`src/rph_pkg.sv`:
```
`default_nettype none
package rph_pkg;
  localparam logic [5:0] OFS_SYNC_HIGH = 6'h04;
  localparam logic [5:0] OFS_SYNC_LOW = 6'h05;
  localparam logic [5:0] OFS_LEN_LIMIT = 6'h06;
  localparam logic [5:0] OFS_FILTER = 6'h07;
  localparam logic [5:0] OFS_FORMAT = 6'h08;
  localparam logic [5:0] OFS_NODE_ADDR = 6'h09;
  localparam logic [5:0] OFS_STATUS = 6'h38;

  localparam logic [7:0] RST_SYNC_HIGH = 8'hd3;
  localparam logic [7:0] RST_SYNC_LOW = 8'h91;
  localparam logic [7:0] RST_LEN_LIMIT = 8'hff;
  localparam logic [7:0] RST_FILTER = 8'h04;
  localparam logic [7:0] RST_FORMAT = 8'h45;
  localparam logic [7:0] RST_NODE_ADDR = 8'h00;
  localparam logic [7:0] MASK_FILTER = 8'hef;
  localparam logic [7:0] MASK_FORMAT = 8'h77;

  localparam int BIT_FLUSH = 3;
  localparam int BIT_APPEND = 2;
  localparam int LSB_ADDR_SEL = 0;
  localparam int LSB_OUT_FMT = 4;
  localparam int BIT_CRC_EN = 2;
  localparam int LSB_LEN_CFG = 0;

  localparam logic [1:0] LEN_FIXED = 2'h0;
  localparam logic [1:0] LEN_VARIABLE = 2'h1;
  localparam logic [1:0] LEN_INFINITE = 2'h2;
  localparam logic [1:0] ADDR_NONE = 2'h0;
  localparam logic [1:0] ADDR_BCAST0 = 2'h2;
  localparam logic [1:0] ADDR_BCAST_BOTH = 2'h3;
  localparam logic [1:0] FMT_FIFO = 2'h0;
  localparam logic [1:0] FMT_SYNC_SERIAL = 2'h1;
  localparam logic [1:0] FMT_ASYNC_SERIAL = 2'h3;

  localparam logic [7:0] BCAST_LOW = 8'h00;
  localparam logic [7:0] BCAST_HIGH = 8'hff;
  localparam logic [7:0] LEN_ZERO = 8'h00;
  localparam logic [7:0] LEN_ONE = 8'h01;
  localparam logic [15:0] CRC_POLY = 16'h8005;
  localparam logic [15:0] CRC_INIT = 16'hffff;
  localparam logic [15:0] CRC_RESIDUE = 16'h0000;
  localparam logic [2:0] BIT_LAST = 3'h7;
  localparam logic [2:0] BIT_ONE = 3'h1;

  typedef enum logic [7:0] {
    RPH_HUNT = 8'h01,
    RPH_LEN = 8'h02,
    RPH_ADDR = 8'h04,
    RPH_PAY = 8'h08,
    RPH_CRC1 = 8'h10,
    RPH_CRC2 = 8'h20,
    RPH_STAT1 = 8'h40,
    RPH_STAT2 = 8'h80
  } rph_phase_t;
endpackage : rph_pkg
`default_nettype wire

```
`src/rph_packet_handler.sv`:
```
`timescale 1ns/1ps
`default_nettype none
module rph_packet_handler (
  input wire logic ref_clk,
  input wire logic rst,
  input wire logic reg_wr,
  input wire logic reg_rd,
  input wire logic [5:0] reg_addr,
  input wire logic [7:0] reg_wdata,
  output logic [7:0] reg_rdata,
  input wire logic bit_valid,
  input wire logic bit_data,
  output logic bit_ready,
  input wire logic [7:0] rssi,
  output logic fifo_valid,
  input wire logic fifo_ready,
  output logic [7:0] fifo_data,
  output logic fifo_flush,
  output logic [1:0] general_digital_output_pins
);
  typedef struct packed {
    logic [7:0] sync_word_high;
    logic [7:0] sync_word_low;
    logic [7:0] packet_length_limit;
    logic [7:0] packet_filter_control;
    logic [7:0] packet_format_control;
    logic [7:0] node_address;
    logic [7:0] rdata;
    logic [15:0] shreg;
    logic [2:0] bitcnt;
    logic [7:0] remain;
    logic [15:0] crc;
    logic crc_ok;
    rph_pkg::rph_phase_t phase;
    logic flush;
    logic [1:0] pins;
  } rph_state_t;

  rph_state_t q;
  rph_state_t next_q;
  logic push_valid;
  logic [7:0] push_data;
  logic buf_ready;
  logic take;
  logic byte_done;
  logic [15:0] shifted;
  logic [7:0] rx_byte;
  logic [1:0] len_cfg;
  logic [1:0] addr_sel;
  logic [1:0] out_fmt;
  logic crc_en;
  logic append_on;
  logic flush_on;
  logic fifo_mode;
  logic stat_phase;
  rph_pkg::rph_phase_t end_phase;

  function automatic logic [15:0] rph_crc_byte(input logic [15:0] crc, input logic [7:0] data);
    logic [15:0] c;
    c = crc;
    for (int i = 7; i >= 0; i--) begin
      if (c[15] ^ data[i]) begin
        c = {c[14:0], 1'b0} ^ rph_pkg::CRC_POLY;
      end else begin
        c = {c[14:0], 1'b0};
      end
    end
    return c;
  endfunction : rph_crc_byte

  function automatic logic rph_addr_ok(input logic [1:0] sel, input logic [7:0] addr,
                                       input logic [7:0] own);
    logic ok;
    ok = (addr == own);
    // broadcast addresses widen the filter
    if (sel == rph_pkg::ADDR_BCAST0 || sel == rph_pkg::ADDR_BCAST_BOTH) begin
      ok = ok || (addr == rph_pkg::BCAST_LOW);
    end
    if (sel == rph_pkg::ADDR_BCAST_BOTH) begin
      ok = ok || (addr == rph_pkg::BCAST_HIGH);
    end
    return ok;
  endfunction : rph_addr_ok

  assign len_cfg = q.packet_format_control[rph_pkg::LSB_LEN_CFG +: 2];
  assign out_fmt = q.packet_format_control[rph_pkg::LSB_OUT_FMT +: 2];
  assign crc_en = q.packet_format_control[rph_pkg::BIT_CRC_EN];
  assign addr_sel = q.packet_filter_control[rph_pkg::LSB_ADDR_SEL +: 2];
  assign append_on = q.packet_filter_control[rph_pkg::BIT_APPEND];
  assign flush_on = q.packet_filter_control[rph_pkg::BIT_FLUSH];
  assign fifo_mode = (out_fmt == rph_pkg::FMT_FIFO);
  assign stat_phase = (q.phase == rph_pkg::RPH_STAT1) || (q.phase == rph_pkg::RPH_STAT2);
  // serial modes never stall; fifo mode stalls on a full buffer
  assign bit_ready = !fifo_mode || (buf_ready && !stat_phase);
  assign take = bit_valid && bit_ready;
  assign shifted = {q.shreg[14:0], bit_data};
  assign rx_byte = shifted[7:0];
  assign byte_done = take && (q.bitcnt == rph_pkg::BIT_LAST);
  assign reg_rdata = q.rdata;
  assign fifo_flush = q.flush;
  assign general_digital_output_pins = q.pins;

  always_comb begin
    if (crc_en) begin
      end_phase = rph_pkg::RPH_CRC1;
    end else if (append_on) begin
      end_phase = rph_pkg::RPH_STAT1;
    end else begin
      end_phase = rph_pkg::RPH_HUNT;
    end
  end

  always_comb begin
    next_q = q;
    next_q.flush = 1'b0;
    push_valid = 1'b0;
    push_data = 8'h00;

    if (reg_wr) begin
      unique case (reg_addr)
        rph_pkg::OFS_SYNC_HIGH: next_q.sync_word_high = reg_wdata;
        rph_pkg::OFS_SYNC_LOW: next_q.sync_word_low = reg_wdata;
        rph_pkg::OFS_LEN_LIMIT: next_q.packet_length_limit = reg_wdata;
        rph_pkg::OFS_FILTER: next_q.packet_filter_control = reg_wdata & rph_pkg::MASK_FILTER;
        rph_pkg::OFS_FORMAT: next_q.packet_format_control = reg_wdata & rph_pkg::MASK_FORMAT;
        rph_pkg::OFS_NODE_ADDR: next_q.node_address = reg_wdata;
        default: next_q.node_address = q.node_address;
      endcase
    end
    if (reg_rd) begin
      unique case (reg_addr)
        rph_pkg::OFS_SYNC_HIGH: next_q.rdata = q.sync_word_high;
        rph_pkg::OFS_SYNC_LOW: next_q.rdata = q.sync_word_low;
        rph_pkg::OFS_LEN_LIMIT: next_q.rdata = q.packet_length_limit;
        rph_pkg::OFS_FILTER: next_q.rdata = q.packet_filter_control;
        rph_pkg::OFS_FORMAT: next_q.rdata = q.packet_format_control;
        rph_pkg::OFS_NODE_ADDR: next_q.rdata = q.node_address;
        rph_pkg::OFS_STATUS: next_q.rdata = {q.crc_ok, (q.phase != rph_pkg::RPH_HUNT), 6'h00};
        default: next_q.rdata = 8'h00;
      endcase
    end

    if (take) begin
      next_q.shreg = shifted;
    end

    // sync serial: clock pulse with each bit
    if (out_fmt == rph_pkg::FMT_SYNC_SERIAL) begin
      next_q.pins = {take, take ? bit_data : q.pins[0]};
    end else if (out_fmt == rph_pkg::FMT_ASYNC_SERIAL) begin
      next_q.pins = {1'b0, take ? bit_data : q.pins[0]};
    end else begin
      next_q.pins = 2'h0;
    end

    if (take && q.phase != rph_pkg::RPH_HUNT) begin
      next_q.bitcnt = q.bitcnt + rph_pkg::BIT_ONE;
    end
    if (byte_done) begin
      next_q.crc = rph_crc_byte(q.crc, rx_byte);
    end

    unique case (q.phase)
      rph_pkg::RPH_HUNT: begin
        if (take && fifo_mode && shifted == {q.sync_word_high, q.sync_word_low}) begin
          next_q.bitcnt = 3'h0;
          next_q.crc = rph_pkg::CRC_INIT;
          next_q.crc_ok = 1'b0;
          unique case (len_cfg)
            rph_pkg::LEN_FIXED: begin
              next_q.remain = q.packet_length_limit;
              next_q.phase = (addr_sel != rph_pkg::ADDR_NONE) ? rph_pkg::RPH_ADDR
                                                               : rph_pkg::RPH_PAY;
            end
            rph_pkg::LEN_VARIABLE: next_q.phase = rph_pkg::RPH_LEN;
            rph_pkg::LEN_INFINITE: next_q.phase = rph_pkg::RPH_PAY;
            default: next_q.phase = rph_pkg::RPH_HUNT;
          endcase
        end
      end
      rph_pkg::RPH_LEN: begin
        if (byte_done) begin
          if (rx_byte == rph_pkg::LEN_ZERO || rx_byte > q.packet_length_limit) begin
            next_q.phase = rph_pkg::RPH_HUNT;
          end else begin
            push_valid = 1'b1;
            push_data = rx_byte;
            next_q.remain = rx_byte;
            next_q.phase = (addr_sel != rph_pkg::ADDR_NONE) ? rph_pkg::RPH_ADDR
                                                             : rph_pkg::RPH_PAY;
          end
        end
      end
      rph_pkg::RPH_ADDR: begin
        if (byte_done) begin
          if (!rph_addr_ok(addr_sel, rx_byte, q.node_address)) begin
            next_q.flush = 1'b1;
            next_q.phase = rph_pkg::RPH_HUNT;
          end else begin
            push_valid = 1'b1;
            push_data = rx_byte;
            next_q.remain = q.remain - rph_pkg::LEN_ONE;
            next_q.phase = (q.remain == rph_pkg::LEN_ONE) ? end_phase : rph_pkg::RPH_PAY;
          end
        end
      end
      rph_pkg::RPH_PAY: begin
        if (byte_done) begin
          push_valid = 1'b1;
          push_data = rx_byte;
          if (len_cfg != rph_pkg::LEN_INFINITE) begin
            next_q.remain = q.remain - rph_pkg::LEN_ONE;
            if (q.remain == rph_pkg::LEN_ONE) begin
              next_q.phase = end_phase;
            end
          end
        end
      end
      rph_pkg::RPH_CRC1: begin
        if (byte_done) begin
          next_q.phase = rph_pkg::RPH_CRC2;
        end
      end
      rph_pkg::RPH_CRC2: begin
        if (byte_done) begin
          next_q.crc_ok = (rph_crc_byte(q.crc, rx_byte) == rph_pkg::CRC_RESIDUE);
          // relies on a single packet held in the fifo
          if (flush_on && rph_crc_byte(q.crc, rx_byte) != rph_pkg::CRC_RESIDUE) begin
            next_q.flush = 1'b1;
            next_q.phase = rph_pkg::RPH_HUNT;
          end else begin
            next_q.phase = append_on ? rph_pkg::RPH_STAT1 : rph_pkg::RPH_HUNT;
          end
        end
      end
      rph_pkg::RPH_STAT1: begin
        push_valid = 1'b1;
        push_data = rssi;
        if (buf_ready) begin
          next_q.phase = rph_pkg::RPH_STAT2;
        end
      end
      rph_pkg::RPH_STAT2: begin
        push_valid = 1'b1;
        push_data = {q.crc_ok, 7'h00};
        if (buf_ready) begin
          next_q.phase = rph_pkg::RPH_HUNT;
        end
      end
      default: next_q.phase = rph_pkg::RPH_HUNT;
    endcase

    // leaving fifo mode abandons any packet in progress
    if (!fifo_mode) begin
      next_q.phase = rph_pkg::RPH_HUNT;
    end
  end

  always_ff @(posedge ref_clk) begin
    if (rst) begin
      q <= '0;
      q.sync_word_high <= rph_pkg::RST_SYNC_HIGH;
      q.sync_word_low <= rph_pkg::RST_SYNC_LOW;
      q.packet_length_limit <= rph_pkg::RST_LEN_LIMIT;
      q.packet_filter_control <= rph_pkg::RST_FILTER;
      q.packet_format_control <= rph_pkg::RST_FORMAT;
      q.node_address <= rph_pkg::RST_NODE_ADDR;
      q.phase <= rph_pkg::RPH_HUNT;
    end else begin
      q <= next_q;
    end
  end

  rph_pair_buffer u_buf (
    .ref_clk(ref_clk),
    .rst(rst),
    .flush(q.flush),
    .in_valid(push_valid),
    .in_ready(buf_ready),
    .in_data(push_data),
    .out_valid(fifo_valid),
    .out_ready(fifo_ready),
    .out_data(fifo_data)
  );
endmodule : rph_packet_handler
`default_nettype wire

```
`src/rph_pair_buffer.sv`:
```
`timescale 1ns/1ps
`default_nettype none
module rph_pair_buffer (
  input wire logic ref_clk,
  input wire logic rst,
  input wire logic flush,
  input wire logic in_valid,
  output logic in_ready,
  input wire logic [7:0] in_data,
  output logic out_valid,
  input wire logic out_ready,
  output logic [7:0] out_data
);
  typedef struct packed {
    logic [1:0][7:0] mem;
    logic rd_idx;
    logic wr_idx;
    logic [1:0] count;
  } rph_buf_t;

  rph_buf_t q;
  rph_buf_t next_q;
  logic push;
  logic pop;

  assign in_ready = (q.count != 2'h2);
  assign out_valid = (q.count != 2'h0);
  assign out_data = q.mem[q.rd_idx];
  assign push = in_valid && in_ready;
  assign pop = out_valid && out_ready;

  always_comb begin
    next_q = q;
    if (push) begin
      next_q.mem[q.wr_idx] = in_data;
      next_q.wr_idx = ~q.wr_idx;
    end
    if (pop) begin
      next_q.rd_idx = ~q.rd_idx;
    end
    next_q.count = q.count + {1'b0, push} - {1'b0, pop};
    // flush drops both entries, including any word offered this cycle
    if (flush) begin
      next_q.rd_idx = 1'b0;
      next_q.wr_idx = 1'b0;
      next_q.count = 2'h0;
    end
  end

  always_ff @(posedge ref_clk) begin
    if (rst) begin
      q <= '0;
    end else begin
      q <= next_q;
    end
  end
endmodule : rph_pair_buffer
`default_nettype wire

```
`config.mk`:
```
export PLATFORM = sky130hd
export DESIGN_NAME = rph_packet_handler
export DESIGN_NICKNAME = d
export VERILOG_FILES = /design/src/rph_pkg.sv /design/src/rph_packet_handler.sv /design/src/rph_pair_buffer.sv
export SDC_FILE = /design/constraint.sdc
export NUM_CORES = 1
export LEC_CHECK = 0
export BUFFER_PORTS_ARGS = -buffer_cell sky130_fd_sc_hd__buf_2
export CORE_ASPECT_RATIO = 0.6
export CORE_MARGIN = 3
export CORE_UTILIZATION = 35
export CTS_CLUSTER_DIAMETER = 80
export DETAILED_ROUTE_END_ITERATION = 8
export HOLD_SLACK_MARGIN = 0.15
export PLACE_DENSITY = 0.51
export SLEW_MARGIN = 20
export SYNTH_ARGS = -nofsm -noshare
export SYNTH_HDL_FRONTEND = slang
export SYNTH_HIERARCHICAL = 1
export SYNTH_SLANG_ARGS = --single-unit
```
`constraint.sdc`:
```
create_clock -name ref_clk -period 4.3 [get_ports ref_clk]
set_input_delay 0.215 -clock ref_clk [delete_from_list [all_inputs] [get_ports ref_clk]]
set_output_delay 0.215 -clock ref_clk [all_outputs]
set_load 0.05 [all_outputs]
```
==> impl_metrics.json <==
{
  "status": "finished clean",
  "grt_pass1_vias": 5612,
  "synthTopCellsByArea": "dfxtp_1, nand2_1, a21oi_1, xor2_1, mux2i_1",
  "n_antenna_cell": 0,
  "syn_area_um2": 7010,
  "power_density_nw_per_um2": 347,
  "end_kind": "register",
  "syn_nets": 894,
  "final_nets": 916,
  "yosysWarnings": 6,
  "peakVddDrop_mv": 0.279,
  "p_leak_nw": 3.29,
  "vias": 6194,
  "hold_class": "in -> reg",
  "reg2reg_depth": 16,
  "critPathMaxFanout": 10,
  "hold_slack_ps": 183,
  "initial_utilization_pct": 36.3,
  "synthCells": 851,
  "final_cell_mix": "dfxtp_1, nand2_1, nor2_1",
  "postCtsSetupRepairBufs": 0,
  "min_from": "bit_valid",
  "worstHoldEndpoint": "general_digital_output_pins[1]$_SDFF_PP0_",
  "maxSlewHeadroom_pct": 35.4,
  "clkSinkCount": 127,
  "cts_buffers": 17,
  "netlist.area_leader.share_pct": 36.3,
  "holdPathStages": 2,
  "yosysSeqAreaShare_pct": 36.3,
  "synth_flop_cell": "dfxtp_1",
  "period_needed_ps": 3450,
  "htree_levels": 4,
  "critPathRequiredTime_ps": 4620,
  "dp.final_hpwl_um": 15500,
  "fin_util_pct": 41.3,
  "worst-setup-path-type": "reg -> reg",
  "rsz0062_at_grt": "no",
  "core_um2": 19300,
  "power_mw": 2.77,
  "gr-total-overflow": 0,
  "wl_per_cell_um": 18.6,
  "syn_area_per_cell_um2": 8.24,
  "dr.pass1.iters": 5,
  "viasPerCell": 5.39,
  "critPathLaunchType": "register",
  "synth.largest_area_cell": "dfxtp_1",
  "grt_pass1_wl_um": 33300,
  "cts_buffer_depth": 2,
  "grt_max_degree": 66,
  "min_period_over_period_pct": 80.3,
  "rows": 39,
  "gp_congestion": 0.947,
  "io_buffer_count": 49,
  "wirelength_um": 21400,
  "rrSetupSlack_ps": 850,
  "worstMarginPinSlew_ps": 965,
  "clk_latency_ps": 420,
  "rr_endpoint": "u_buf/q[1]$_SDFF_PP0_",
  "drt_iter0_drc": 582,
  "cap_violations": 0,
  "crit_arrival_ps": 3780,
  "synth_edf_count": 0,
  "route.antenna.remaining_nets": 0,
  "postSynthRegisterBits": 127,
  "drive_above_1_share_pct": 12.7,
  "ioPinCount": 50,
  "antenna_found_initial": 0,
  "hold_violations": 0,
  "clock-root-buffer": "clkbuf_16",
  "cts_tree": "built",
  "timing.fmax_mhz": 289,
  "ys_types": 72,
  "fin_skew_ps": 16.1,
  "track_usage_pct": 19.9,
  "async_flop_share_pct": 0,
  "final_common_cell": "dfxtp_1",
  "synthToLayoutAreaGrowth_pct": 13.8,
  "drv_slew": 0,
  "fin_setup_tns_ps": 0,
  "path_clk_slew_ps": 60,
  "r2r-start": "q[44]$_SDFFE_PP0P_",
  "die_h_um": 116,
  "die_area_um2": 21800,
  "chipWidth_um": 189,
  "setup_viol": 0,
  "drc": 0
}
-- logic make-up (layout without fill, tap and decap cells) --
group,count (synthesis),in the layout,share of synthesized area (%)
and+or+nand+nor,337,337,24.0
AOI/OAI and AO/OA,187,187,17.4
DFF,127,127,36.3
buffers and inverters,89,121,5.82
xor gates and xnor gates,55,55,7.26
muxes,42,42,6.75
adders and majority gates,14,14,2.50
-- cells in the mapped netlist (13+ instances only) --
cell / instances
dfxtp_1: 127
nand2_1: 123
nor2_1: 69
a21oi_1: 57
clkbuf_1: 38
o21ai_0: 37
xor2_1: 31
inv_1: 27
mux2i_1: 27
xnor2_1: 22
nand2b_1: 21
nand3b_1: 16
nor3_1: 15
ha_1: 14
nand3_1: 13
nor2b_1: 13
-- worst max-delay path: stages (launching register included) --
cell,delay [ps]
dfxtp_1,640
ha_1,340
a21o_1,180
a21oi_1,180
o211ai_1,110
a21oi_1,220
nand2_1,130
a21oi_1,160
buf_4,180
a21o_1,170
nand2_1,70
ha_1,280
inv_1,60
ha_1,140
xor2_1,200
nor2_1,60
nor4b_1,220
-- stage by stage --
stage	setup WS [ps]	cells	cell area [um^2]
5_1_grt	521	1149	7980
3_3_place_gp	983	1112	7340
2_1_floorplan	1220	851	7010
4_1_cts	855	1149	7970
3_5_place_dp	879	1112	7340
6_report	846	1149	7980
-- cell type report --
| cell class | instances | area, um^2 |
|---|---|---|
| clock buffers | 23 | 488 |
| repair buffers | 64 | 380 |
| inverters | 28 | 105 |
| well taps | 266 | 333 |
| multi-input cells | 635 | 4070 |
| fillers | 2033 | 11300 |
| clock inverters | 6 | 60.1 |
| flip-flops and latches | 127 | 2540 |
-- sequential cells by signal, summed over array words and instances, names as in the netlist --
signal                       count
reg_rdata                        8
fifo_flush                       1
addr_sel                         2
general_digital_output_pins      2
u_buf/q                         20
len_cfg                          2
out_fmt                          2
append_on                        1
crc_en                           1
q                               87
flush_on                         1
-- how the worst max path moves through the flow --
| stage | start | cells after the start | to | slack (ps) |
|---|---|---|---|---|
| 6_report | q[44]$_SDFFE_PP0P_ | 16 | u_buf/q[1]$_SDFF_PP0_ | 850 |
| 5_1_grt | q[44]$_SDFFE_PP0P_ | 16 | u_buf/q[1]$_SDFF_PP0_ | 520 |
| 4_1_cts | q[44]$_SDFFE_PP0P_ | 16 | u_buf/q[1]$_SDFF_PP0_ | 860 |
| 3_5_place_dp | q[44]$_SDFFE_PP0P_ | 16 | u_buf/q[1]$_SDFF_PP0_ | 880 |
| 3_3_place_gp | q[44]$_SDFFE_PP0P_ | 16 | u_buf/q[1]$_SDFF_PP0_ | 980 |
| 2_1_floorplan | q[43]$_SDFFE_PP0P_ | 15 | u_buf/q[1]$_SDFF_PP0_ | 1220 |
-- per-layer routing --
metal	vias to the layer above	track usage [%]	part of all wire, %
li1	3038	-	-
met1	2934	32.9	55
met2	208	25.2	37
met3	14	4.38	7.6
met4	0	4.36	0.80
met5	-	0	0
-- where the power goes --
| group | internal (mW) | switching, mW |
|---|---|---|
| Sequential | 1.19 | 0.0119 |
| Combinational | 0.0627 | 0.129 |
| Clock | 0.843 | 0.532 |
-- repair_timing --
item,CTS,global route
resized for setup,0,0
endpoints found under the setup margin,0,0
hold endpoints to repair,20,0
hold buffers,8,0
Note: power is estimated with default switching activity, not from simulation.
